--- src/verilog/twm_pkg.sv ---
// constants, register map and field layout for the timer waveform mode control
// Summary of operation
// - nonzero channel A output mode hands the A pin to the compare output, except code 01 in PWM modes other than 9, 11, 14 and 15
// - nonzero channel B output mode hands the B pin to the compare output, except code 01 in any PWM mode
// - pin driver enabled only by its direction bit, whatever the output mode
// - meaning of an output mode code depends on the selected waveform mode
// - non-PWM: 00 off, 01 toggle, 10 clear, 11 set on match
// - fast PWM code 01 toggles only channel A, only in modes 14 and 15
// - fast PWM code 10 clears on match, sets at BOTTOM
// - fast PWM code 11 sets on match, clears at BOTTOM
// - fast PWM ignores a match at TOP with upper code bit set, BOTTOM action stays
// - dual-slope code 01 toggles only channel A, only in modes 9 and 11
// - dual-slope code 10 clears on up-count match, sets on down-count match
// - dual-slope code 11 sets on up-count match, clears on down-count match
// - waveform mode is two low bits of control A and two of control B
// - mode 0 uses TOP 0xFFFF, immediate updates, wrap flag at MAX
// - modes 4 and 12 take TOP from match A and capture, immediate, flag at MAX
// - modes 1-3 fixed TOP 0x00FF/0x01FF/0x03FF, load at TOP, flag at BOTTOM
// - modes 5-7 fixed 8/9/10-bit TOP, load at BOTTOM, flag at TOP
// - modes 8 and 9 TOP from capture and match A, load and flag at BOTTOM
// - modes 10 and 11 TOP from capture and match A, load at TOP, flag at BOTTOM
// - modes 14 and 15 TOP from capture and match A, load BOTTOM, flag TOP
// - dual-slope match equal to TOP with upper code bit set gets special handling
// - dual-slope counter runs up from zero to TOP and back down
// - upper waveform mode bits sit at bits 3 and 4 of control B
package twm_pkg;
  // ------------------------------------------------------------
  // register indices, byte address is four times the index
  // ------------------------------------------------------------
  localparam logic [7:0] IDX_CTRL_A    = 8'h80;
  localparam logic [7:0] IDX_CTRL_B    = 8'h81;
  localparam logic [7:0] IDX_COUNT     = 8'h84;
  localparam logic [7:0] IDX_CAPTURE   = 8'h86;
  localparam logic [7:0] IDX_MATCH_A   = 8'h88;
  localparam logic [7:0] IDX_MATCH_B   = 8'h8A;
  localparam logic [7:0] IDX_STATUS    = 8'h8C;
  localparam logic [7:0] IDX_PIN_DIR   = 8'h8D;
  // ------------------------------------------------------------
  // field positions and reset values
  // ------------------------------------------------------------
  localparam int CA_MODE_A_LSB = 6;
  localparam int CA_MODE_B_LSB = 4;
  localparam int CA_WAVE_LSB   = 0;
  localparam int CB_WAVE_LSB   = 3;
  localparam int CB_CLKSEL_LSB = 0;
  localparam int ST_WRAP       = 0;
  localparam int ST_MATCH_A    = 1;
  localparam int ST_MATCH_B    = 2;
  localparam logic [7:0]  CTRL_A_RST  = 8'h00;
  localparam logic [7:0]  CTRL_B_RST  = 8'h00;
  localparam logic [7:0]  CTRL_B_MASK = 8'hDF;
  localparam logic [15:0] WORD_RST    = 16'h0000;
  // ------------------------------------------------------------
  // counting limits and prescaler taps
  // ------------------------------------------------------------
  localparam logic [15:0] TOP_MAX   = 16'hFFFF;
  localparam logic [15:0] TOP_8BIT  = 16'h00FF;
  localparam logic [15:0] TOP_9BIT  = 16'h01FF;
  localparam logic [15:0] TOP_10BIT = 16'h03FF;
  localparam logic [9:0]  DIV_8     = 10'h007;
  localparam logic [9:0]  DIV_64    = 10'h03F;
  localparam logic [9:0]  DIV_256   = 10'h0FF;
  localparam logic [9:0]  DIV_1024  = 10'h3FF;
  // output mode codes
  localparam logic [1:0] OM_OFF    = 2'h0;
  localparam logic [1:0] OM_TOGGLE = 2'h1;
  localparam logic [1:0] OM_CLEAR  = 2'h2;
  localparam logic [1:0] OM_SET    = 2'h3;
  // waveform mode classes
  typedef enum logic [1:0] {
    TWM_CLASS_PLAIN = 2'b00,
    TWM_CLASS_FAST  = 2'b01,
    TWM_CLASS_DUAL  = 2'b11
  } twm_class_t;
endpackage : twm_pkg

--- src/verilog/twm_wave_ctrl.sv ---
// 16-bit timer waveform mode decode, counter and compare pin control with APB access
`timescale 1ns/100ps
module twm_wave_ctrl
(
  input  wire logic        mclk,
  input  wire logic        rst,
  input  wire logic        psel,
  input  wire logic        penable,
  input  wire logic        pwrite,
  input  wire logic [9:0]  paddr,
  input  wire logic [31:0] pwdata,
  output logic      [31:0] prdata,
  output logic             pready,
  output logic             pslverr,
  input  wire logic        port_a_data,
  input  wire logic        port_b_data,
  output logic             chan_a_wave_pin,
  output logic             chan_a_wave_pin_oe,
  output logic             chan_b_wave_pin,
  output logic             chan_b_wave_pin_oe,
  output logic             wrap_flag
);
  import twm_pkg::*;

  // ------------------------------------------------------------
  // registers
  // ------------------------------------------------------------
  logic [7:0]  ctrl_a_ff;
  logic [7:0]  ctrl_b_ff;
  logic [15:0] count_ff;
  logic [15:0] capture_ff;
  logic [15:0] match_a_buf_ff;
  logic [15:0] match_b_buf_ff;
  logic [15:0] match_a_ff;
  logic [15:0] match_b_ff;
  logic [2:0]  status_ff;
  logic [1:0]  pin_dir_ff;
  logic        up_ff;
  logic        block_ff;
  logic        oc_a_ff;
  logic        oc_b_ff;
  logic [9:0]  div_ff;
  logic        pready_ff;
  logic        pslverr_ff;
  logic [31:0] prdata_ff;
  logic        pin_a_ff;
  logic        pin_b_ff;
  logic        oe_a_ff;
  logic        oe_b_ff;

  // ------------------------------------------------------------
  // mode decode
  // ------------------------------------------------------------
  logic [3:0]  wave_select;
  logic [1:0]  chan_a_out_mode;
  logic [1:0]  chan_b_out_mode;
  twm_class_t  wclass;
  logic [15:0] top_value;
  logic        load_at_top;
  logic        immediate;

  assign wave_select     = {ctrl_b_ff[CB_WAVE_LSB+1 -: 2],
                            ctrl_a_ff[CA_WAVE_LSB+1 -: 2]};
  assign chan_a_out_mode = ctrl_a_ff[CA_MODE_A_LSB+1 -: 2];
  assign chan_b_out_mode = ctrl_a_ff[CA_MODE_B_LSB+1 -: 2];

  always_comb
  begin
    wclass      = TWM_CLASS_PLAIN;
    top_value   = TOP_MAX;
    load_at_top = 1'b0;
    immediate   = 1'b0;
    case (wave_select)
      4'h0:
      begin
        immediate = 1'b1;
      end
      4'h1, 4'h2, 4'h3:
      begin
        wclass      = TWM_CLASS_DUAL;
        load_at_top = 1'b1;
        top_value   = (wave_select == 4'h1) ? TOP_8BIT :
                      (wave_select == 4'h2) ? TOP_9BIT : TOP_10BIT;
      end
      4'h4, 4'hC:
      begin
        immediate = 1'b1;
        top_value = wave_select[3] ? capture_ff : match_a_ff;
      end
      4'h5, 4'h6, 4'h7:
      begin
        wclass    = TWM_CLASS_FAST;
        top_value = (wave_select == 4'h5) ? TOP_8BIT :
                    (wave_select == 4'h6) ? TOP_9BIT : TOP_10BIT;
      end
      4'h8, 4'h9:
      begin
        wclass    = TWM_CLASS_DUAL;
        top_value = wave_select[0] ? match_a_ff : capture_ff;
      end
      4'hA, 4'hB:
      begin
        wclass      = TWM_CLASS_DUAL;
        load_at_top = 1'b1;
        top_value   = wave_select[0] ? match_a_ff : capture_ff;
      end
      4'hE, 4'hF:
      begin
        wclass    = TWM_CLASS_FAST;
        top_value = wave_select[0] ? match_a_ff : capture_ff;
      end
      default:
      begin
        // reserved code 13 falls back to plain counting
        immediate = 1'b1;
      end
    endcase
  end

  // ------------------------------------------------------------
  // prescaler, one-cycle timer tick
  // ------------------------------------------------------------
  logic [9:0] div_limit;
  logic       tick;

  always_comb
  begin
    case (ctrl_b_ff[CB_CLKSEL_LSB+2 -: 3])
      3'h2:    div_limit = DIV_8;
      3'h3:    div_limit = DIV_64;
      3'h4:    div_limit = DIV_256;
      3'h5:    div_limit = DIV_1024;
      default: div_limit = 10'h000;
    endcase
  end

  // codes 0, 6 and 7 (stopped, external source) give no tick here
  assign tick = (ctrl_b_ff[2:0] != 3'h0) && (ctrl_b_ff[2:1] != 2'h3) && (div_ff == div_limit);

  always_ff @(posedge mclk or posedge rst)
  begin
    if (rst)
      div_ff <= 10'h000;
    else if (tick || ctrl_b_ff[2:0] == 3'h0)
      div_ff <= 10'h000;
    else
      div_ff <= div_ff + 10'h001;
  end

  // ------------------------------------------------------------
  // apb decode
  // ------------------------------------------------------------
  logic [7:0] idx;
  logic       acc;
  logic       wr;
  logic       mapped;
  logic [31:0] rd_mux;

  assign idx = paddr[9:2];
  assign acc = psel && penable && pready_ff;
  assign wr  = acc && pwrite && mapped;

  always_comb
  begin
    mapped = 1'b1;
    rd_mux = 32'h0000_0000;
    case (idx)
      IDX_CTRL_A:  rd_mux[7:0]  = ctrl_a_ff;
      IDX_CTRL_B:  rd_mux[7:0]  = ctrl_b_ff;
      IDX_COUNT:   rd_mux[15:0] = count_ff;
      IDX_CAPTURE: rd_mux[15:0] = capture_ff;
      IDX_MATCH_A: rd_mux[15:0] = match_a_buf_ff;
      IDX_MATCH_B: rd_mux[15:0] = match_b_buf_ff;
      IDX_STATUS:  rd_mux[2:0]  = status_ff;
      IDX_PIN_DIR: rd_mux[1:0]  = pin_dir_ff;
      default:     mapped       = 1'b0;
    endcase
  end

  // one wait state: pready rises in the second cycle of the access phase
  always_ff @(posedge mclk or posedge rst)
  begin
    if (rst)
    begin
      pready_ff  <= 1'b0;
      pslverr_ff <= 1'b0;
      prdata_ff  <= 32'h0000_0000;
    end
    else if (psel && penable && !pready_ff)
    begin
      pready_ff  <= 1'b1;
      pslverr_ff <= !mapped;
      prdata_ff  <= pwrite ? 32'h0000_0000 : rd_mux;
    end
    else
    begin
      pready_ff  <= 1'b0;
      pslverr_ff <= 1'b0;
    end
  end

  always_ff @(posedge mclk or posedge rst)
  begin
    if (rst)
    begin
      ctrl_a_ff  <= CTRL_A_RST;
      ctrl_b_ff  <= CTRL_B_RST;
      capture_ff <= WORD_RST;
      pin_dir_ff <= 2'h0;
    end
    else if (wr)
    begin
      if (idx == IDX_CTRL_A)
        ctrl_a_ff <= pwdata[7:0] & 8'hF3;
      if (idx == IDX_CTRL_B)
        ctrl_b_ff <= pwdata[7:0] & CTRL_B_MASK;
      if (idx == IDX_CAPTURE)
        capture_ff <= pwdata[15:0];
      if (idx == IDX_PIN_DIR)
        pin_dir_ff <= pwdata[1:0];
    end
  end

  // ------------------------------------------------------------
  // counter
  // ------------------------------------------------------------
  logic at_top;
  logic at_bottom;
  logic wrap_evt;
  logic load_evt;
  logic cnt_wr;

  assign cnt_wr    = wr && (idx == IDX_COUNT);
  assign at_top    = (count_ff == top_value);
  assign at_bottom = (count_ff == 16'h0000) && !up_ff;
  // single-slope: BOTTOM is the wrap after TOP; dual-slope: bottom turn
  assign load_evt  = tick && !immediate &&
                     (load_at_top ? at_top :
                      (wclass == TWM_CLASS_DUAL) ? at_bottom : at_top);
  always_comb
  begin
    case (wclass)
      TWM_CLASS_FAST: wrap_evt = tick && at_top;
      TWM_CLASS_DUAL: wrap_evt = tick && at_bottom;
      default:        wrap_evt = tick && (count_ff == TOP_MAX);
    endcase
  end

  always_ff @(posedge mclk or posedge rst)
  begin
    if (rst)
    begin
      count_ff <= WORD_RST;
      up_ff    <= 1'b1;
      block_ff <= 1'b0;
    end
    else if (cnt_wr)
    begin
      count_ff <= pwdata[15:0];
      block_ff <= 1'b1;
    end
    else if (tick)
    begin
      block_ff <= 1'b0;
      if (wclass == TWM_CLASS_DUAL)
      begin
        if (up_ff && at_top)
        begin
          up_ff    <= 1'b0;
          count_ff <= count_ff - 16'h0001;
        end
        else if (!up_ff && count_ff == 16'h0000)
        begin
          up_ff    <= 1'b1;
          count_ff <= 16'h0001;
        end
        else
          count_ff <= up_ff ? count_ff + 16'h0001 : count_ff - 16'h0001;
      end
      else
      begin
        up_ff    <= 1'b1;
        count_ff <= at_top ? 16'h0000 : count_ff + 16'h0001;
      end
    end
  end

  // ------------------------------------------------------------
  // compare values, direct or double buffered
  // ------------------------------------------------------------
  always_ff @(posedge mclk or posedge rst)
  begin
    if (rst)
    begin
      match_a_buf_ff <= WORD_RST;
      match_b_buf_ff <= WORD_RST;
      match_a_ff     <= WORD_RST;
      match_b_ff     <= WORD_RST;
    end
    else
    begin
      if (wr && idx == IDX_MATCH_A)
        match_a_buf_ff <= pwdata[15:0];
      if (wr && idx == IDX_MATCH_B)
        match_b_buf_ff <= pwdata[15:0];
      if (immediate)
      begin
        if (wr && idx == IDX_MATCH_A)
          match_a_ff <= pwdata[15:0];
        else
          match_a_ff <= match_a_buf_ff;
        if (wr && idx == IDX_MATCH_B)
          match_b_ff <= pwdata[15:0];
        else
          match_b_ff <= match_b_buf_ff;
      end
      else if (load_evt)
      begin
        match_a_ff <= match_a_buf_ff;
        match_b_ff <= match_b_buf_ff;
      end
    end
  end

  // ------------------------------------------------------------
  // compare output action per channel
  // ------------------------------------------------------------
  logic match_a;
  logic match_b;
  logic bottom_evt;
  logic conn_a;
  logic conn_b;
  logic toggle_ok;

  assign match_a    = tick && !block_ff && (count_ff == match_a_ff);
  assign match_b    = tick && !block_ff && (count_ff == match_b_ff);
  assign bottom_evt = tick && at_top;
  // code 01 in PWM modes only drives channel A, in modes 9, 11, 14 and 15
  assign toggle_ok  = (wclass == TWM_CLASS_FAST) ? (wave_select[3:1] == 3'h7) :
                      (wave_select == 4'h9 || wave_select == 4'hB);
  assign conn_a = (chan_a_out_mode != OM_OFF) &&
                  (wclass == TWM_CLASS_PLAIN || chan_a_out_mode != OM_TOGGLE || toggle_ok);
  assign conn_b = (chan_b_out_mode != OM_OFF) &&
                  (wclass == TWM_CLASS_PLAIN || chan_b_out_mode != OM_TOGGLE);

  // returns {change, value}; the same code acts differently per class
  function automatic logic [1:0] oc_step(input twm_class_t cls, input logic [1:0] om,
                                         input logic cur, input logic hit,
                                         input logic at_bot, input logic up,
                                         input logic cmp_top);
    logic [1:0] r;
    r = 2'b00;
    case (cls)
      TWM_CLASS_FAST:
      begin
        if (om == OM_TOGGLE && hit)
          r = {1'b1, !cur};
        else if (om[1] && hit && !cmp_top)
          r = {1'b1, om[0]};
        else if (om[1] && at_bot)
          r = {1'b1, !om[0]};
      end
      TWM_CLASS_DUAL:
      begin
        if (om == OM_TOGGLE && hit)
          r = {1'b1, !cur};
        else if (om[1] && hit && cmp_top)
          r = {1'b1, !om[0]};
        else if (om[1] && hit)
          r = {1'b1, up ? om[0] : !om[0]};
      end
      default:
      begin
        if (hit && om == OM_TOGGLE)
          r = {1'b1, !cur};
        else if (hit && om[1])
          r = {1'b1, om[0]};
      end
    endcase
    return r;
  endfunction : oc_step

  logic [1:0] step_a;
  logic [1:0] step_b;

  assign step_a = oc_step(wclass, chan_a_out_mode, oc_a_ff, match_a, bottom_evt, up_ff,
                          match_a_ff == top_value);
  assign step_b = oc_step(wclass, chan_b_out_mode, oc_b_ff, match_b, bottom_evt, up_ff,
                          match_b_ff == top_value);

  always_ff @(posedge mclk or posedge rst)
  begin
    if (rst)
    begin
      oc_a_ff <= 1'b0;
      oc_b_ff <= 1'b0;
    end
    else
    begin
      if (conn_a && step_a[1])
        oc_a_ff <= step_a[0];
      if (conn_b && step_b[1])
        oc_b_ff <= step_b[0];
    end
  end

  // ------------------------------------------------------------
  // status, set wins over a write-one clear
  // ------------------------------------------------------------
  always_ff @(posedge mclk or posedge rst)
  begin
    if (rst)
      status_ff <= 3'h0;
    else
    begin
      status_ff[ST_WRAP] <= wrap_evt ||
        (status_ff[ST_WRAP] && !(wr && idx == IDX_STATUS && pwdata[ST_WRAP]));
      status_ff[ST_MATCH_A] <= match_a ||
        (status_ff[ST_MATCH_A] && !(wr && idx == IDX_STATUS && pwdata[ST_MATCH_A]));
      status_ff[ST_MATCH_B] <= match_b ||
        (status_ff[ST_MATCH_B] && !(wr && idx == IDX_STATUS && pwdata[ST_MATCH_B]));
    end
  end

  // ------------------------------------------------------------
  // pin mux; driver enable belongs to the direction bit alone
  // ------------------------------------------------------------
  always_ff @(posedge mclk or posedge rst)
  begin
    if (rst)
    begin
      pin_a_ff <= 1'b0;
      pin_b_ff <= 1'b0;
      oe_a_ff  <= 1'b0;
      oe_b_ff  <= 1'b0;
    end
    else
    begin
      pin_a_ff <= conn_a ? oc_a_ff : port_a_data;
      pin_b_ff <= conn_b ? oc_b_ff : port_b_data;
      oe_a_ff  <= pin_dir_ff[0];
      oe_b_ff  <= pin_dir_ff[1];
    end
  end

  assign chan_a_wave_pin    = pin_a_ff;
  assign chan_a_wave_pin_oe = oe_a_ff;
  assign chan_b_wave_pin    = pin_b_ff;
  assign chan_b_wave_pin_oe = oe_b_ff;
  assign wrap_flag          = status_ff[ST_WRAP];
  assign prdata             = prdata_ff;
  assign pready             = pready_ff;
  assign pslverr            = pslverr_ff;
endmodule : twm_wave_ctrl

--- config.mk ---
export PLATFORM = sky130hd
export DESIGN_NAME = twm_wave_ctrl
export DESIGN_NICKNAME = d
export VERILOG_FILES = /design/src/verilog/twm_pkg.sv /design/src/verilog/twm_wave_ctrl.sv
export SDC_FILE = /design/constraint.sdc
export NUM_CORES = 1
export LEC_CHECK = 0
export BUFFER_PORTS_ARGS = -buffer_cell sky130_fd_sc_hd__buf_2
export CORE_MARGIN = 3
export CORE_UTILIZATION = 40
export CTS_CLUSTER_DIAMETER = 100
export DETAILED_ROUTE_END_ITERATION = 16
export HOLD_SLACK_MARGIN = 0.12
export PLACE_DENSITY = 0.59
export SYNTH_ARGS = -nofsm -noshare
export SYNTH_HDL_FRONTEND = slang
export SYNTH_SLANG_ARGS = --single-unit
export TNS_END_PERCENT = 20
--- constraint.sdc ---
create_clock -name mclk -period 4 [get_ports mclk]
set_clock_uncertainty 0.15 [all_clocks]
set_input_delay 0.2 -clock mclk [delete_from_list [all_inputs] [get_ports mclk]]
set_output_delay 0.2 -clock mclk [all_outputs]
set_load 0.01 [all_outputs]
# --- Word-level counts from Yosys, hierarchy flattened ---
# Cells that the tools add are included.
totals:
  ff_bits: 166
  in_bits: 49
  output_inout_bits: 39
op_classes:
  addsub: 3
  n_eq_ne: 43
  n_mux: 63
  n_bitwise: 1
  reduce_logical: 83
ops:
  columns: ["operator", "count"]
  rows:
  - ["$mux W16", 16]
  - ["$eq A16 B16 Y1", 5]
  - ["$eq A8 B8 Y1 const B", 8]
  - ["$pmux W16 S4", 1]
  - ["$mux W10", 5]
  - ["$logic_and A1 B1 Y1", 41]
  - ["$pmux W10 S4", 1]
  - ["$mux W2", 16]
  - ["$pmux W8 S4", 1]
  - ["$pmux W5 S6", 1]
  - ["$eq A4 B4 Y1 const B", 7]
  - ["$add A16 B1 Y16 const B", 1]
  - ["$eq A16 B16 Y1 const B", 1]
  - ["$eq A4 B3 Y1 const B", 4]
  - ["$logic_not A16 Y1", 1]
  - ["$mux W1", 16]
  - ["$pmux W2 S8", 1]
  - ["$sub A16 B1 Y16 const B", 1]
  - ["$logic_not A1 Y1", 13]
  - ["$pmux W2 S2", 3]
  - ["$reduce_or A12 Y1", 1]
  - ["$add A10 B1 Y10 const B", 1]
  - ["$eq A10 B10 Y1", 1]
  - ["$reduce_or A5 Y1", 2]
  - ["other kinds (24)", 45]

# --- Longest topological paths before layout ---
# Gate-level depths: netlist (run 1).
logic_depth:
  ltp_word: 12
  mapped_depth: 13
  mapped_depth_nobuf: 9

# --- Worst setup path after synthesis (run 1) ---
# OpenSTA, ideal clock, no wires.
synth_timing:
  path_type: "register -> register"
  from: "reg ctrl_a_ff[1]"
  to: "reg match_a_ff[0]"
  arrival_ps: 2979
  required_ps: 3713
  slack_ps: 734
  path_stages_with_launch: 12
  period_less_slack_ps: 3266
  cell_sequence: "dfrtp_1 -> buf_4 -> or3_1 -> a32o_1 -> and3_1 -> a211o_1 -> or4_4 -> o41ai_2 -> nand2_2 -> buf_6 -> mux2i_1 -> a21oi_1"
synth_via:
  elab_chain_len: 9
  elab_cells_between_ends: 37
  cone_classes: "eq/ne: 17; mux: 10; reduce/logical: 10"
synth_rtl:
  columns: ["item", "line", "text"]
  rows:
  - ["from (decl)", "twm_wave_ctrl.sv:28", "logic [7:0] ctrl_a_ff;"]
  - ["from (signal assigned)", "twm_wave_ctrl.sv:214", "ctrl_a_ff <= pwdata[7:0] & 8'hF3;"]
  - ["$eq A4 B3 Y1 or $eq A4 B2 Y1 (tied branches)", "twm_wave_ctrl.sv:73, twm_wave_ctrl.sv:94, twm_wave_ctrl.sv:83", null]
  - ["$mux W10, on equally long branches", "twm_wave_ctrl.sv:94, twm_wave_ctrl.sv:83", null]
  - ["$mux W10, on equally long branches", "twm_wave_ctrl.sv:93, twm_wave_ctrl.sv:82", null]
  - ["$pmux W16 S4", "twm_wave_ctrl.sv:73", "case (wave_select)"]
  - ["$eq A16 B16 Y1", "twm_wave_ctrl.sv:234", "assign at_top = (count_ff == top_value);"]
  - ["$mux W1", "twm_wave_ctrl.sv:239", "(wclass == TWM_CLASS_DUAL) ? at_bottom : at_top);"]
  - ["$mux W1", "twm_wave_ctrl.sv:238", "(load_at_top ? at_top :"]
  - ["$logic_and A1 B1 Y1", "twm_wave_ctrl.sv:237", "assign load_evt = tick && !immediate &&"]
  - ["$ne A2 B1 Y1 (no source line)", null, null]
  - ["to (signal assigned)", "twm_wave_ctrl.sv:309", "match_a_ff <= pwdata[15:0];"]
  - ["to (signal assigned)", "twm_wave_ctrl.sv:311", "match_a_ff <= match_a_buf_ff;"]
  - ["to (signal assigned)", "twm_wave_ctrl.sv:319", "match_a_ff <= match_a_buf_ff;"]
  - ["to (decl)", "twm_wave_ctrl.sv:34", "logic [15:0] match_a_ff;"]
# Parallel ways exist; a longest one is shown, timed or not.
# A chain may end at the register's enable or synchronous reset.

# --- Worst setup path in the final report (run 1) ---
layout_timing:
  from: "reg ctrl_b_ff[3]"
  to: "reg count_ff[10]"
layout_via:
  elab_chain_len: 10
  elab_cells_between_ends: 34
  cone_classes: "eq/ne: 16; mux: 11; reduce/logical: 7"
layout_rtl:
  columns: ["item", "line", "text"]
  rows:
  - ["from (decl)", "twm_wave_ctrl.sv:29", "logic [7:0] ctrl_b_ff;"]
  - ["from (signal assigned)", "twm_wave_ctrl.sv:216", "ctrl_b_ff <= pwdata[7:0] & CTRL_B_MASK;"]
  - ["$eq A4 B3 Y1 or $eq A4 B2 Y1 (tied branches)", "twm_wave_ctrl.sv:73, twm_wave_ctrl.sv:94, twm_wave_ctrl.sv:83", null]
  - ["$mux W10, on equally long branches", "twm_wave_ctrl.sv:94, twm_wave_ctrl.sv:83", null]
  - ["$mux W10, on equally long branches", "twm_wave_ctrl.sv:93, twm_wave_ctrl.sv:82", null]
  - ["$pmux W16 S4", "twm_wave_ctrl.sv:73", null]
  - ["$eq A16 B16 Y1", "twm_wave_ctrl.sv:234", null]
  - ["$logic_and A1 B1 Y1", "twm_wave_ctrl.sv:267", "if (up_ff && at_top)"]
  - ["$mux W16", "twm_wave_ctrl.sv:267", null]
  - ["$mux W16 *", "twm_wave_ctrl.sv:265", "if (wclass == TWM_CLASS_DUAL)"]
  - ["$mux W16 *", "twm_wave_ctrl.sv:262", "else if (tick)"]
  - ["$mux W16 *", "twm_wave_ctrl.sv:257", "else if (cnt_wr)"]
  - ["to (signal assigned)", "twm_wave_ctrl.sv:259", "count_ff <= pwdata[15:0];"]
  - ["to (signal assigned)", "twm_wave_ctrl.sv:270", "count_ff <= count_ff - 16'h0001;"]
  - ["to (signal assigned)", "twm_wave_ctrl.sv:278", "count_ff <= up_ff ? count_ff + 16'h0001 : count_ff - 16'h0001;"]
  - ["to (decl)", "twm_wave_ctrl.sv:30", "logic [15:0] count_ff;"]
# Every way passes the cells marked *; elsewhere a longest branch is shown, timed or not. The select of a mux whose other input is x is not followed.

==> flow_summary_export.csv, run 1 <==
group,metric,value,unit
hold_path,hp-class,"input port to flip-flop",
synthesis,synthCells,1152,
worst_setup_path,critPathLaunchType,"flip-flop",
global_route,antenna_found_initial,0,
placement,portBuffers,53,
synthesis,ys_types,79,
worst_setup_path,path_class,"flip-flop to flip-flop",
worst_setup_path,cp-end-kind,"flip-flop",
clocking,cts_root_buf,"clkbuf_16",
placement,dpl_worst_slack,0.253,ns
drt,ant_nets,0,
drt,dr_wl_met3,2.79,mm
timing,worst_slack,0.247,ns
timing,finalMaxSlewViolations,0,
placement,place_congestion,1.00,
floorplanning,initial_core_util,0.412,
finish,fin_nets,1269,
drt,wl_per_cell,22.0,microns
power_and_ir_drop,leakagePower,5.35,nW
synthesis,post-synth-top-area-fraction,0.367,
job,cap_violations,0,
global_route,grt_max_degree,151,
global_route,grt_pass1_vias,9017,
global_route,track_usage,0.255,
timing,rsz0062_at_grt,"false",
synthesis,synth_ff_type,"dfrtp_1",
worst_setup_path,cpMaxStageDelayCell,"dfrtp_1",
drt,drt-pass1-iter-count,6,
clocking,clk-insertion-delay-late,0.44,ns
global_route,grt_first_pass_wirelength,53.4,mm
synthesis,yosys.area.top_type,"dfrtp_1",
worst_setup_path,crit_fanout,10,
floorplanning,coreArea,24600,sq um
drt,drc,0,
drt,wl,34.1,mm
floorplanning,ios,88,
clocking,clk_path_buf_depth,2,
synthesis,synth-seq-area-share,0.370,
timing,period_minus_slack,3.75,ns
floorplanning,dieHeight,165,microns
drt,maxUsedRoutingLayer,"met4",
synthesis,ys_seq_elements,150,
timing,period_share,0.938,
drt,via_per_inst,6.13,
clocking,post_cts_buffers,0,
synthesis,yosysWarnings,0,
timing,whs,0.183,ns
synthesis,async_flop_share,1.00,
finish,syn_to_final_growth,15.7,%
placement,dp_cells,1497,
clocking,cts_inserted_buffers,17,
worst_setup_path,arrival,3.95,ns
drt,wl_met1,15.3,mm
power_and_ir_drop,powerDensity,316,nW/um^2
floorplanning,row_count,57,
clocking,clk_pin_slew,0.07,ns
clocking,cts_tree,"done",
floorplanning,die_w,165,microns
synthesis,syn_area,10100,sq um
global_route,overflow,0,
drt,wl_met2,15.3,mm
worst_setup_path,cpMostUsedCell,"a21oi_1",
status,status,"completed",
clocking,htreeDepth,4,
synthesis,synth_edf_count,0,
timing,finalSetupTns,0,ns
worst_setup_path,crit_required,4.20,ns
drt,num_vias,9527,
timing,timing.slew.headroom,0.399,
finish,drive_gt1_frac,0.186,
placement,dpl.hpwl,24.4,mm
finish,final-instance-count-excl-fill,1554,
timing,hold_viol,0,
timing,setup_violations,0,
worst_setup_path,critPathMaxStageDelay,0.63,ns
timing,worst_pin_slew,0.900,ns
clocking,clock_sinks,150,
power_and_ir_drop,irDropWorstVdd,251,uV
finish,antenna_cells,0,
synthesis,synth.area.top_cells,"dfrtp_1, mux2_2, a21oi_1",
worst_setup_path,cp_cell_sequence,"buf_4, or4b_1, a21oi_1, nor3_1, nor4b_1, nand3_1, or3_1, nand2_1, a21oi_1, a31oi_1",
synthesis,avgSynthCellArea,8.81,sq um
timing,fmaxAchievable,0.266,GHz
drt,first_iter_violations,1016,
floorplanning,dieArea,27300,sq um
-- final timing paths --
kind | start | end | slack (ns) | cells past startpoint
max | ctrl_b_ff[3]$_DFFE_PP0P_ | count_ff[10]$_DFFE_PP0P_ | 0.25 | 10
min | paddr[5] | pin_dir_ff[0]$_DFFE_PP0P_ | 0.18 | 4
max reg2reg | ctrl_b_ff[3]$_DFFE_PP0P_ | count_ff[10]$_DFFE_PP0P_ | 0.25 | 10
min reg2reg | pin_dir_ff[1]$_DFFE_PP0P_ | chan_b_wave_pin_oe$_DFF_PP0_ | 0.26 | 0
max in group asynchronous | rst | ctrl_b_ff[4]$_DFFE_PP0P_ | 2.61 | 4
min in group asynchronous | rst | prdata[9]$_DFFE_PP0P_ | 0.37 | 4
-- routing by layer --
metal	global-route usage	vias to the layer above
met5	0	-
met4	0.0823	0
met3	0.0407	55
met2	0.383	446
met1	0.374	4664
li1	-	4362
-- repair_timing --
action / 4_1_cts / 5_1_grt
gates resized for setup: 0 / 2
hold buffers: 25 / 0
hold endpoints to repair: 247 / 0
setup endpoints to repair: 0 / 38
-- critical path, delay by kind of cell (launching register included) --
family / cells / cell delay, ns
buffers and inverters: 1 / 0.25
flip-flops: 1 / 0.63
AO/OA/AOI/OAI: 3 / 0.61
AND/OR/NAND/NOR: 6 / 2.03
-- cell usage in the layout, fill, tap and decap left out, drive strengths merged, types with 5 or more instances in the layout --
| cell | count |
|---|---|
| nor3 | 52 |
| nand3 | 42 |
| nor4 | 10 |
| nand2b | 25 |
| clkinv | 5 |
| conb | 16 |
| a211o | 7 |
| o31ai | 11 |
| nand2 | 83 |
| clkbuf | 18 |
| o21ai | 52 |
| a222oi | 16 |
| or2 | 5 |
| mux2 | 65 |
| o22ai | 10 |
| dfrtp | 149 |
| o41ai | 6 |
| or4 | 8 |
| a211oi | 9 |
| buf | 107 |
| xnor2 | 40 |
| nand4 | 14 |
| or3 | 23 |
| a41oi | 5 |
| o221ai | 8 |
| nor2b | 8 |
| or4b | 10 |
| a22o | 19 |
| nor2 | 89 |
| mux2i | 42 |
| and3 | 10 |
| a21o | 8 |
| inv | 36 |
| a21oi | 91 |
| o211ai | 6 |
| nand3b | 5 |
| a31oi | 12 |
| xor2 | 25 |
| dlygate4sd3 | 25 |
-- layout make-up --
| type | count | area [sq um] |
|---|---|---|
| clock inverters | 14 | 186 |
| multi-input cells | 885 | 5880 |
| well taps | 324 | 405 |
| clock buffers | 18 | 439 |
| fillers | 2383 | 12900 |
| flip-flops and latches | 150 | 3760 |
| repair buffers | 132 | 958 |
| inverters | 31 | 120 |
-- logic make-up after synthesis --
family,synth area share
xor gates and xnor gates,0.0561
buffers and inverters,0.0583
AOI/OAI and AO/OA,0.196
muxes,0.114
and+or+nand+nor,0.202
DFF,0.370
other,0.000370
adders and majority gates,0.00370
-- synthesized netlist by cell type, types with 8 or more instances --
| master | count |
|---|---|
| a211oi_1 | 9 |
| a21o_1 | 8 |
| a21oi_1 | 91 |
| a222oi_1 | 16 |
| a22o_1 | 19 |
| a31oi_1 | 12 |
| and3_1 | 10 |
| buf_4 | 18 |
| clkbuf_1 | 69 |
| dfrtp_1 | 149 |
| inv_1 | 28 |
| mux2_2 | 65 |
| mux2i_1 | 42 |
| nand2_1 | 82 |
| nand2b_1 | 25 |
| nand3_1 | 42 |
| nand4_1 | 14 |
| nor2_1 | 89 |
| nor2b_1 | 8 |
| nor3_1 | 51 |
| nor4_1 | 9 |
| o21ai_0 | 42 |
| o21ai_1 | 10 |
| o221ai_1 | 8 |
| o22ai_1 | 10 |
| o31ai_1 | 11 |
| or3_1 | 23 |
| or4b_1 | 8 |
| xnor2_1 | 40 |
| xor2_1 | 25 |
-- state kept, by name, indices dropped and copies added (netlist names), 10 cells and up --
signal          count
capture_ff         16
count_ff           16
match_a_buf_ff     16
match_a_ff         16
match_b_buf_ff     16
match_b_ff         16
prdata             16
div_ff             10
-- per-stage QoR --
stage	util	area, sq um	total power, mW
after floorplan	-	10200	1.86
after global placement	0.441	10900	1.98
after detailed placement	0.441	10900	1.98
after CTS	0.477	11700	3.73
after global routing	0.477	11700	3.84
final	0.477	11700	3.71
-- where the power goes --
part / switching (mW) / internal (mW)
registers: 0.0836 / 1.54
logic: 0.219 / 0.137
clock network: 0.762 / 0.968
total: 1.06 / 2.65
(Power assumes the default switching activity.)
==> run 2, diff against run 1 <==
- clock period: 4 -> 3.4 ns (I/O delays scaled with it)
==> flow_summary_export.csv, run 2 (synthesis results as in run 1) <==
group,metric,value,unit
status,status,"finished with violations",
status,violations,"setup timing",
drt,drt-pass1-iter-count,5,
worst_setup_path,startpoint,"ctrl_b_ff[4]$_DFFE_PP0P_",
global_route,antenna_found_initial,1,
power_and_ir_drop,irDropWorstVdd,277,uV
drt,drc,0,
drt,wl_per_cell,22.3,microns
drt,wl,36.1,mm
timing,period_minus_slack,3.50,ns
clocking,cts_tree,"done",
drt,ant_nets,0,
power_and_ir_drop,design_power_total,4.33,mW
worst_setup_path,path_class,"flip-flop to flip-flop",
hold_path,worstHoldStart,"paddr[5]",
finish,final_cell_mix,"dfrtp_1, buf_4, nor2_1",
power_and_ir_drop,powerDensity,348,nW/um^2
placement,place_congestion,0.997,
job,cap_violations,0,
placement,portBuffers,53,
floorplanning,ios,88,
timing,fmaxAchievable,0.285,GHz
worst_setup_path,critPathLaunchType,"flip-flop",
timing,timing.slew.headroom,0.459,
global_route,grt_first_pass_wirelength,55.1,mm
drt,first_iter_violations,899,
finish,syn_to_final_growth,22.8,%
power_and_ir_drop,leakagePower,5.77,nW
global_route,grt_max_degree,96,
drt,num_vias,9785,
finish,drive_gt1_frac,0.247,
global_route,grt_pass1_vias,9044,
timing,finalMaxSlewViolations,0,
finish,seq_area,3760,sq um
hold_path,hp-class,"input port to flip-flop",
timing,worst_slack,-0.104,ns
worst_setup_path,crit_fanout,13,
global_route,track_usage,0.264,
worst_setup_path,crit_required,3.53,ns
global_route,overflow,0,
worst_setup_path,cp-end-kind,"flip-flop",
timing,setup_violations,35,
floorplanning,initial_core_util,0.412,
floorplanning,dieHeight,165,microns
clocking,cts_root_buf,"clkbuf_16",
floorplanning,dieArea,27300,sq um
finish,layout_commonest_cell,"dfrtp_1",
finish,multiInputGateArea,6020,sq um
clocking,htreeDepth,4,
placement,dp_cells,1552,
finish,num-fill-cells,2368,
timing,worst_pin_slew,0.809,ns
finish,antenna_cells,0,
finish,final-instance-count-excl-fill,1619,
floorplanning,die_w,165,microns
timing,hold_viol,0,
clocking,clk_path_buf_depth,2,
drt,via_per_inst,6.04,
clocking,clk-insertion-delay-late,0.44,ns
worst_setup_path,arrival,3.64,ns
floorplanning,coreArea,24600,sq um
clocking,clk_pin_slew,0.08,ns
placement,dpl.hpwl,26.1,mm
worst_setup_path,reg2reg_from,"ctrl_b_ff[4]$_DFFE_PP0P_",
timing,rsz0062_at_grt,"true",
floorplanning,row_count,57,
clocking,cts_inserted_buffers,17,
clocking,clock_sinks,150,
timing,period_share,1.03,
finish,fin_nets,1334,
timing,finalSetupTns,-2.39,ns
run 2: cell types whose count changed in the layout (fill, tap and decap cells not counted), moves of 3 or more:
cell / delta
a21oi_1: -4
a21oi_2: +4
buf_12: +3
buf_4: +53
buf_6: +4
clkbuf_16: +3
dfrtp_1: -3
dfrtp_2: +3
or3_1: -3
or3_4: +3
run 2: power by group:
group          switching, mW  internal (mW)
Combinational          0.294          0.183
Clock                  0.973          0.996
Sequential            0.0714           1.81
run 2: cell type report:
class | count | area share
clock buffer | 17 | 0.0342
clock inverter | 15 | 0.0138
inverter | 31 | 0.00964
multi-input combinational | 885 | 0.483
sequential | 150 | 0.302
tap | 324 | 0.0325
timing repair buffer | 197 | 0.125
run 2: metrics by stage:
step / setup slack, ns / cell area, sq um / utilization / hold slack, ns
after detailed placement: -0.101 / 11300 / 0.460 / 0.162
after global placement: -0.0989 / 11300 / 0.460 / 0.165
after CTS: -0.0196 / 12200 / 0.497 / 0.127
final: -0.104 / 12500 / 0.506 / 0.135
after floorplan: 0.134 / 10200 / - / 0.137
after global routing: -0.170 / 12500 / 0.506 / 0.177
run 2: layer usage:
| metal | track usage | routed length [microns] | share of wire | up-vias |
|---|---|---|---|---|
| li1 | - | - | - | 4496 |
| met1 | 0.398 | 16400 | 0.46 | 4819 |
| met2 | 0.396 | 16100 | 0.45 | 424 |
| met3 | 0.0377 | 2790 | 0.077 | 46 |
| met4 | 0.0698 | 709 | 0.020 | 0 |
| met5 | 0 | 0 | 0 | - |
run 2: worst paths after layout:
check                                                     to  slack (ns)  depth (start not counted)
worst max-delay path              match_b_ff[12]$_DFFE_PP0P_       -0.10                         11
worst min-delay path               pin_dir_ff[1]$_DFFE_PP0P_        0.13                          4
worst max register to register    match_b_ff[12]$_DFFE_PP0P_       -0.10                         11
worst min register to register  chan_b_wave_pin_oe$_DFF_PP0_        0.27                          0
max in group asynchronous           ctrl_b_ff[4]$_DFFE_PP0P_        2.34                          4
min in group asynchronous              prdata[9]$_DFFE_PP0P_        0.23                          4
run 2: timing repair:
| item | CTS | global route |
|---|---|---|
| resized for setup | 11 | 27 |
| setup buffers | 1 | 4 |
| endpoints found under the setup margin | 46 | 51 |
| hold buffers | 26 | 0 |
| pin swaps | 4 | 36 |
| hold endpoints to repair | 254 | 0 |
| gates cloned | 0 | 4 |
run 2: worst max-delay path: stages (launching register included):
cell and delay [ns]:
dfrtp_2 0.43, buf_12 0.16, or3_4 0.33, a32o_2 0.25, and3_4 0.17, a211o_1 0.26
or4_4 0.60, o41ai_4 0.36, nand2_4 0.19, clkbuf_16 0.22, mux2i_1 0.15, a21oi_1 0.08
==> run 3, diff against run 2 <==
- ABC_AREA: unset -> 1
- TNS_END_PERCENT: 20 -> unset
==> flow_summary_export.csv, run 3 <==
group,metric,value,unit
synthesis,synth_edf_count,0,
placement,place_congestion,1.02,
power_and_ir_drop,design_power_total,3.83,mW
job,cap_violations,0,
hold_path,hp-class,"input port to flip-flop",
timing,finalMaxSlewViolations,0,
timing,worst_slack,0.236,ns
drt,wl,38.9,mm
synthesis,synth_ff_type,"dfrtp_1",
power_and_ir_drop,leakagePower,5.93,nW
timing,worst_pin_slew,0.694,ns
power_and_ir_drop,powerDensity,314,nW/um^2
clocking,cts_inserted_buffers,17,
worst_setup_path,cpLargestDelayFamily,"simple AND/OR/NAND/NOR gates",
synthesis,synth_most_common_cell,"nand2_1",
timing,fmaxAchievable,0.316,GHz
timing,rsz0062_at_grt,"false",
floorplanning,initial_core_util,0.411,
worst_setup_path,cp-end-kind,"flip-flop",
finish,post-route-util,0.479,
finish,fin_nets,1693,
worst_setup_path,cp_cell_sequence,"inv_1, nand2_2, nand2_4, nand2_1, nand3_1, nand2_1, nand2_1, nand2_1, nor2_1, nand2_1, nor2_2, nand2_4, buf_4, nand2_4, inv_2, nor2_1, o21ai_0, nand2_1, o211ai_1",
global_route,grt_max_degree,58,
finish,final_cell_mix,"nand2_1, inv_1, dfrtp_1",
floorplanning,dieArea,28100,sq um
global_route,met1_usage,0.377,
placement,dpl_worst_slack,0.181,ns
global_route,grt_pass1_vias,10444,
worst_setup_path,critPathLaunchType,"flip-flop",
worst_setup_path,cpMostUsedCell,"nand2_1",
floorplanning,die_w,168,microns
synthesis,syn_area,10500,sq um
synthesis,async_flop_share,1.00,
status,status,"completed",
floorplanning,ios,88,
timing,finalSetupTns,0,ns
clocking,cts_tree,"done",
timing,hold_viol,0,
worst_setup_path,arrival,3.31,ns
finish,layout_commonest_cell,"nand2_1",
drt,num_vias,11006,
synthesis,ys_seq_elements,150,
drt,drt-pass1-iter-count,6,
clocking,clk_pin_slew,0.07,ns
worst_setup_path,crit_required,3.55,ns
clocking,clk-insertion-delay-late,0.45,ns
synthesis,yosys.area.top_type,"dfrtp_1",
worst_setup_path,path_class,"flip-flop to flip-flop",
drt,via_per_inst,5.55,
timing,period_minus_slack,3.16,ns
synthesis,post-synth-top-area-fraction,0.356,
clocking,clock_sinks,150,
worst_setup_path,cp_num_buf_inv,3,
power_and_ir_drop,irDropWorstVdd,295,uV
placement,place_area,11400,sq um
timing,whs,0.157,ns
synthesis,synthCells,1539,
global_route,antenna_found_initial,0,
clocking,cts_root_buf,"clkbuf_16",
synthesis,yosysWarnings,0,
global_route,track_usage,0.275,
drt,ant_nets,0,
drt,drc,0,
global_route,grtUsageMet3,0.0385,
clocking,htreeDepth,4,
finish,syn_to_final_growth,16.5,%
global_route,overflow,0,
floorplanning,row_count,58,
finish,final-instance-count-excl-fill,1984,
timing,setup_violations,0,
placement,dp_cells,1928,
synthesis,synth.area.top_cells,"dfrtp_1, nand2_1, o21ai_0",
floorplanning,dieHeight,168,microns
global_route,busiest_layer,"met2",
drt,first_iter_violations,1021,
global_route,grt_first_pass_wirelength,60.4,mm
clocking,clk_path_buf_depth,2,
worst_setup_path,crit_fanout,15,
placement,dpl.hpwl,29.1,mm
timing,period_share,0.931,
synthesis,avgSynthCellArea,6.80,sq um
finish,fin_area,12200,sq um
synthesis,synthTopCellsByCount,"nand2_1, inv_1, dfrtp_1, o21ai_0, nor2_1",
timing,timing.slew.headroom,0.537,
worst_setup_path,cpMaxStageDelayCell,"dfrtp_1",
finish,drive_gt1_frac,0.134,
finish,antenna_cells,0,
global_route,grt_util_met2,0.446,
synthesis,ys_types,55,
drt,wl_per_cell,19.6,microns
placement,portBuffers,53,
floorplanning,coreArea,25500,sq um
worst_setup_path,critPathMaxStageDelay,0.49,ns
finish,num-fill-cells,2630,
synthesis,synth-seq-area-share,0.359,
[run 3: cell count changes after synthesis, moves of 23 or more]
cell,change
mux2i_1,-42
nor2_1,+46
mux2_2,-65
nand4_1,+34
a21oi_1,-60
o21ai_0,+99
inv_1,+125
nand2b_1,-25
nor3_1,-30
xnor2_1,-23
nand2_1,+431
clkbuf_1,-36
[run 3: tightest hold or removal path, cell delays in order]
cell,delay [ns]
buf_2,0.17
nor2_1,0.11
nand2_1,0.10
o21ai_0,0.08
o21ai_0,0.07
[run 3: logic make-up after synthesis]
kind of cell,Yosys count,share of synthesized area
and+or+nand+nor,826,0.336
AOI/OAI and AO/OA,278,0.164
buffers and inverters,236,0.0996
DFF,150,0.359
xor gates and xnor gates,45,0.0376
adders and majority gates,3,0.00359
other,1,0.000358
[run 3: path summary, 6_finish.rpt]
check / from / end / slack, ns / cells after the start
setup / recovery: ctrl_b_ff[3]$_DFFE_PP0P_ / count_ff[12]$_DFFE_PP0P_ / 0.24 / 19
hold / removal: paddr[2] / status_ff[1]$_DFF_PP0_ / 0.16 / 5
setup reg to reg: ctrl_b_ff[3]$_DFFE_PP0P_ / count_ff[12]$_DFFE_PP0P_ / 0.24 / 19
hold reg to reg: pin_dir_ff[1]$_DFFE_PP0P_ / chan_b_wave_pin_oe$_DFF_PP0_ / 0.28 / 0
max in group asynchronous: rst / match_b_ff[12]$_DFFE_PP0P_ / 2.08 / 4
min in group asynchronous: rst / prdata[7]$_DFFE_PP0P_ / 0.22 / 3
[run 3: routing by layer]
metal | up-vias | wire (microns)
met5 | - | 0
met2 | 501 | 17900
met1 | 5199 | 16900
li1 | 5222 | -
met3 | 84 | 2680
met4 | 0 | 1400
[run 3: area by class of cell]
cell class                 count  area (sq um)  area share
tap                          330           413      0.0338
clock inverter                14           133      0.0109
sequential                   150          3760       0.308
multi-input combinational   1168          5740       0.471
timing repair buffer         144          1120      0.0915
inverter                     160           607      0.0497
clock buffer                  18           429      0.0352
[run 3: report_power, final]
group,leakage (nW),switching (mW),total (mW),internal (mW)
Clock,0.275,0.904,1.87,0.971
Sequential,1.91,0.00495,1.79,1.79
Combinational,3.74,0.117,0.168,0.0510
[run 3: timing repair]
action | 4_1_cts | 5_1_grt
gates resized for setup | 0 | 6
hold buffers | 22 | 0
setup endpoints to repair | 0 | 39
setup buffers | 0 | 2
endpoints found under the hold margin | 112 | 0
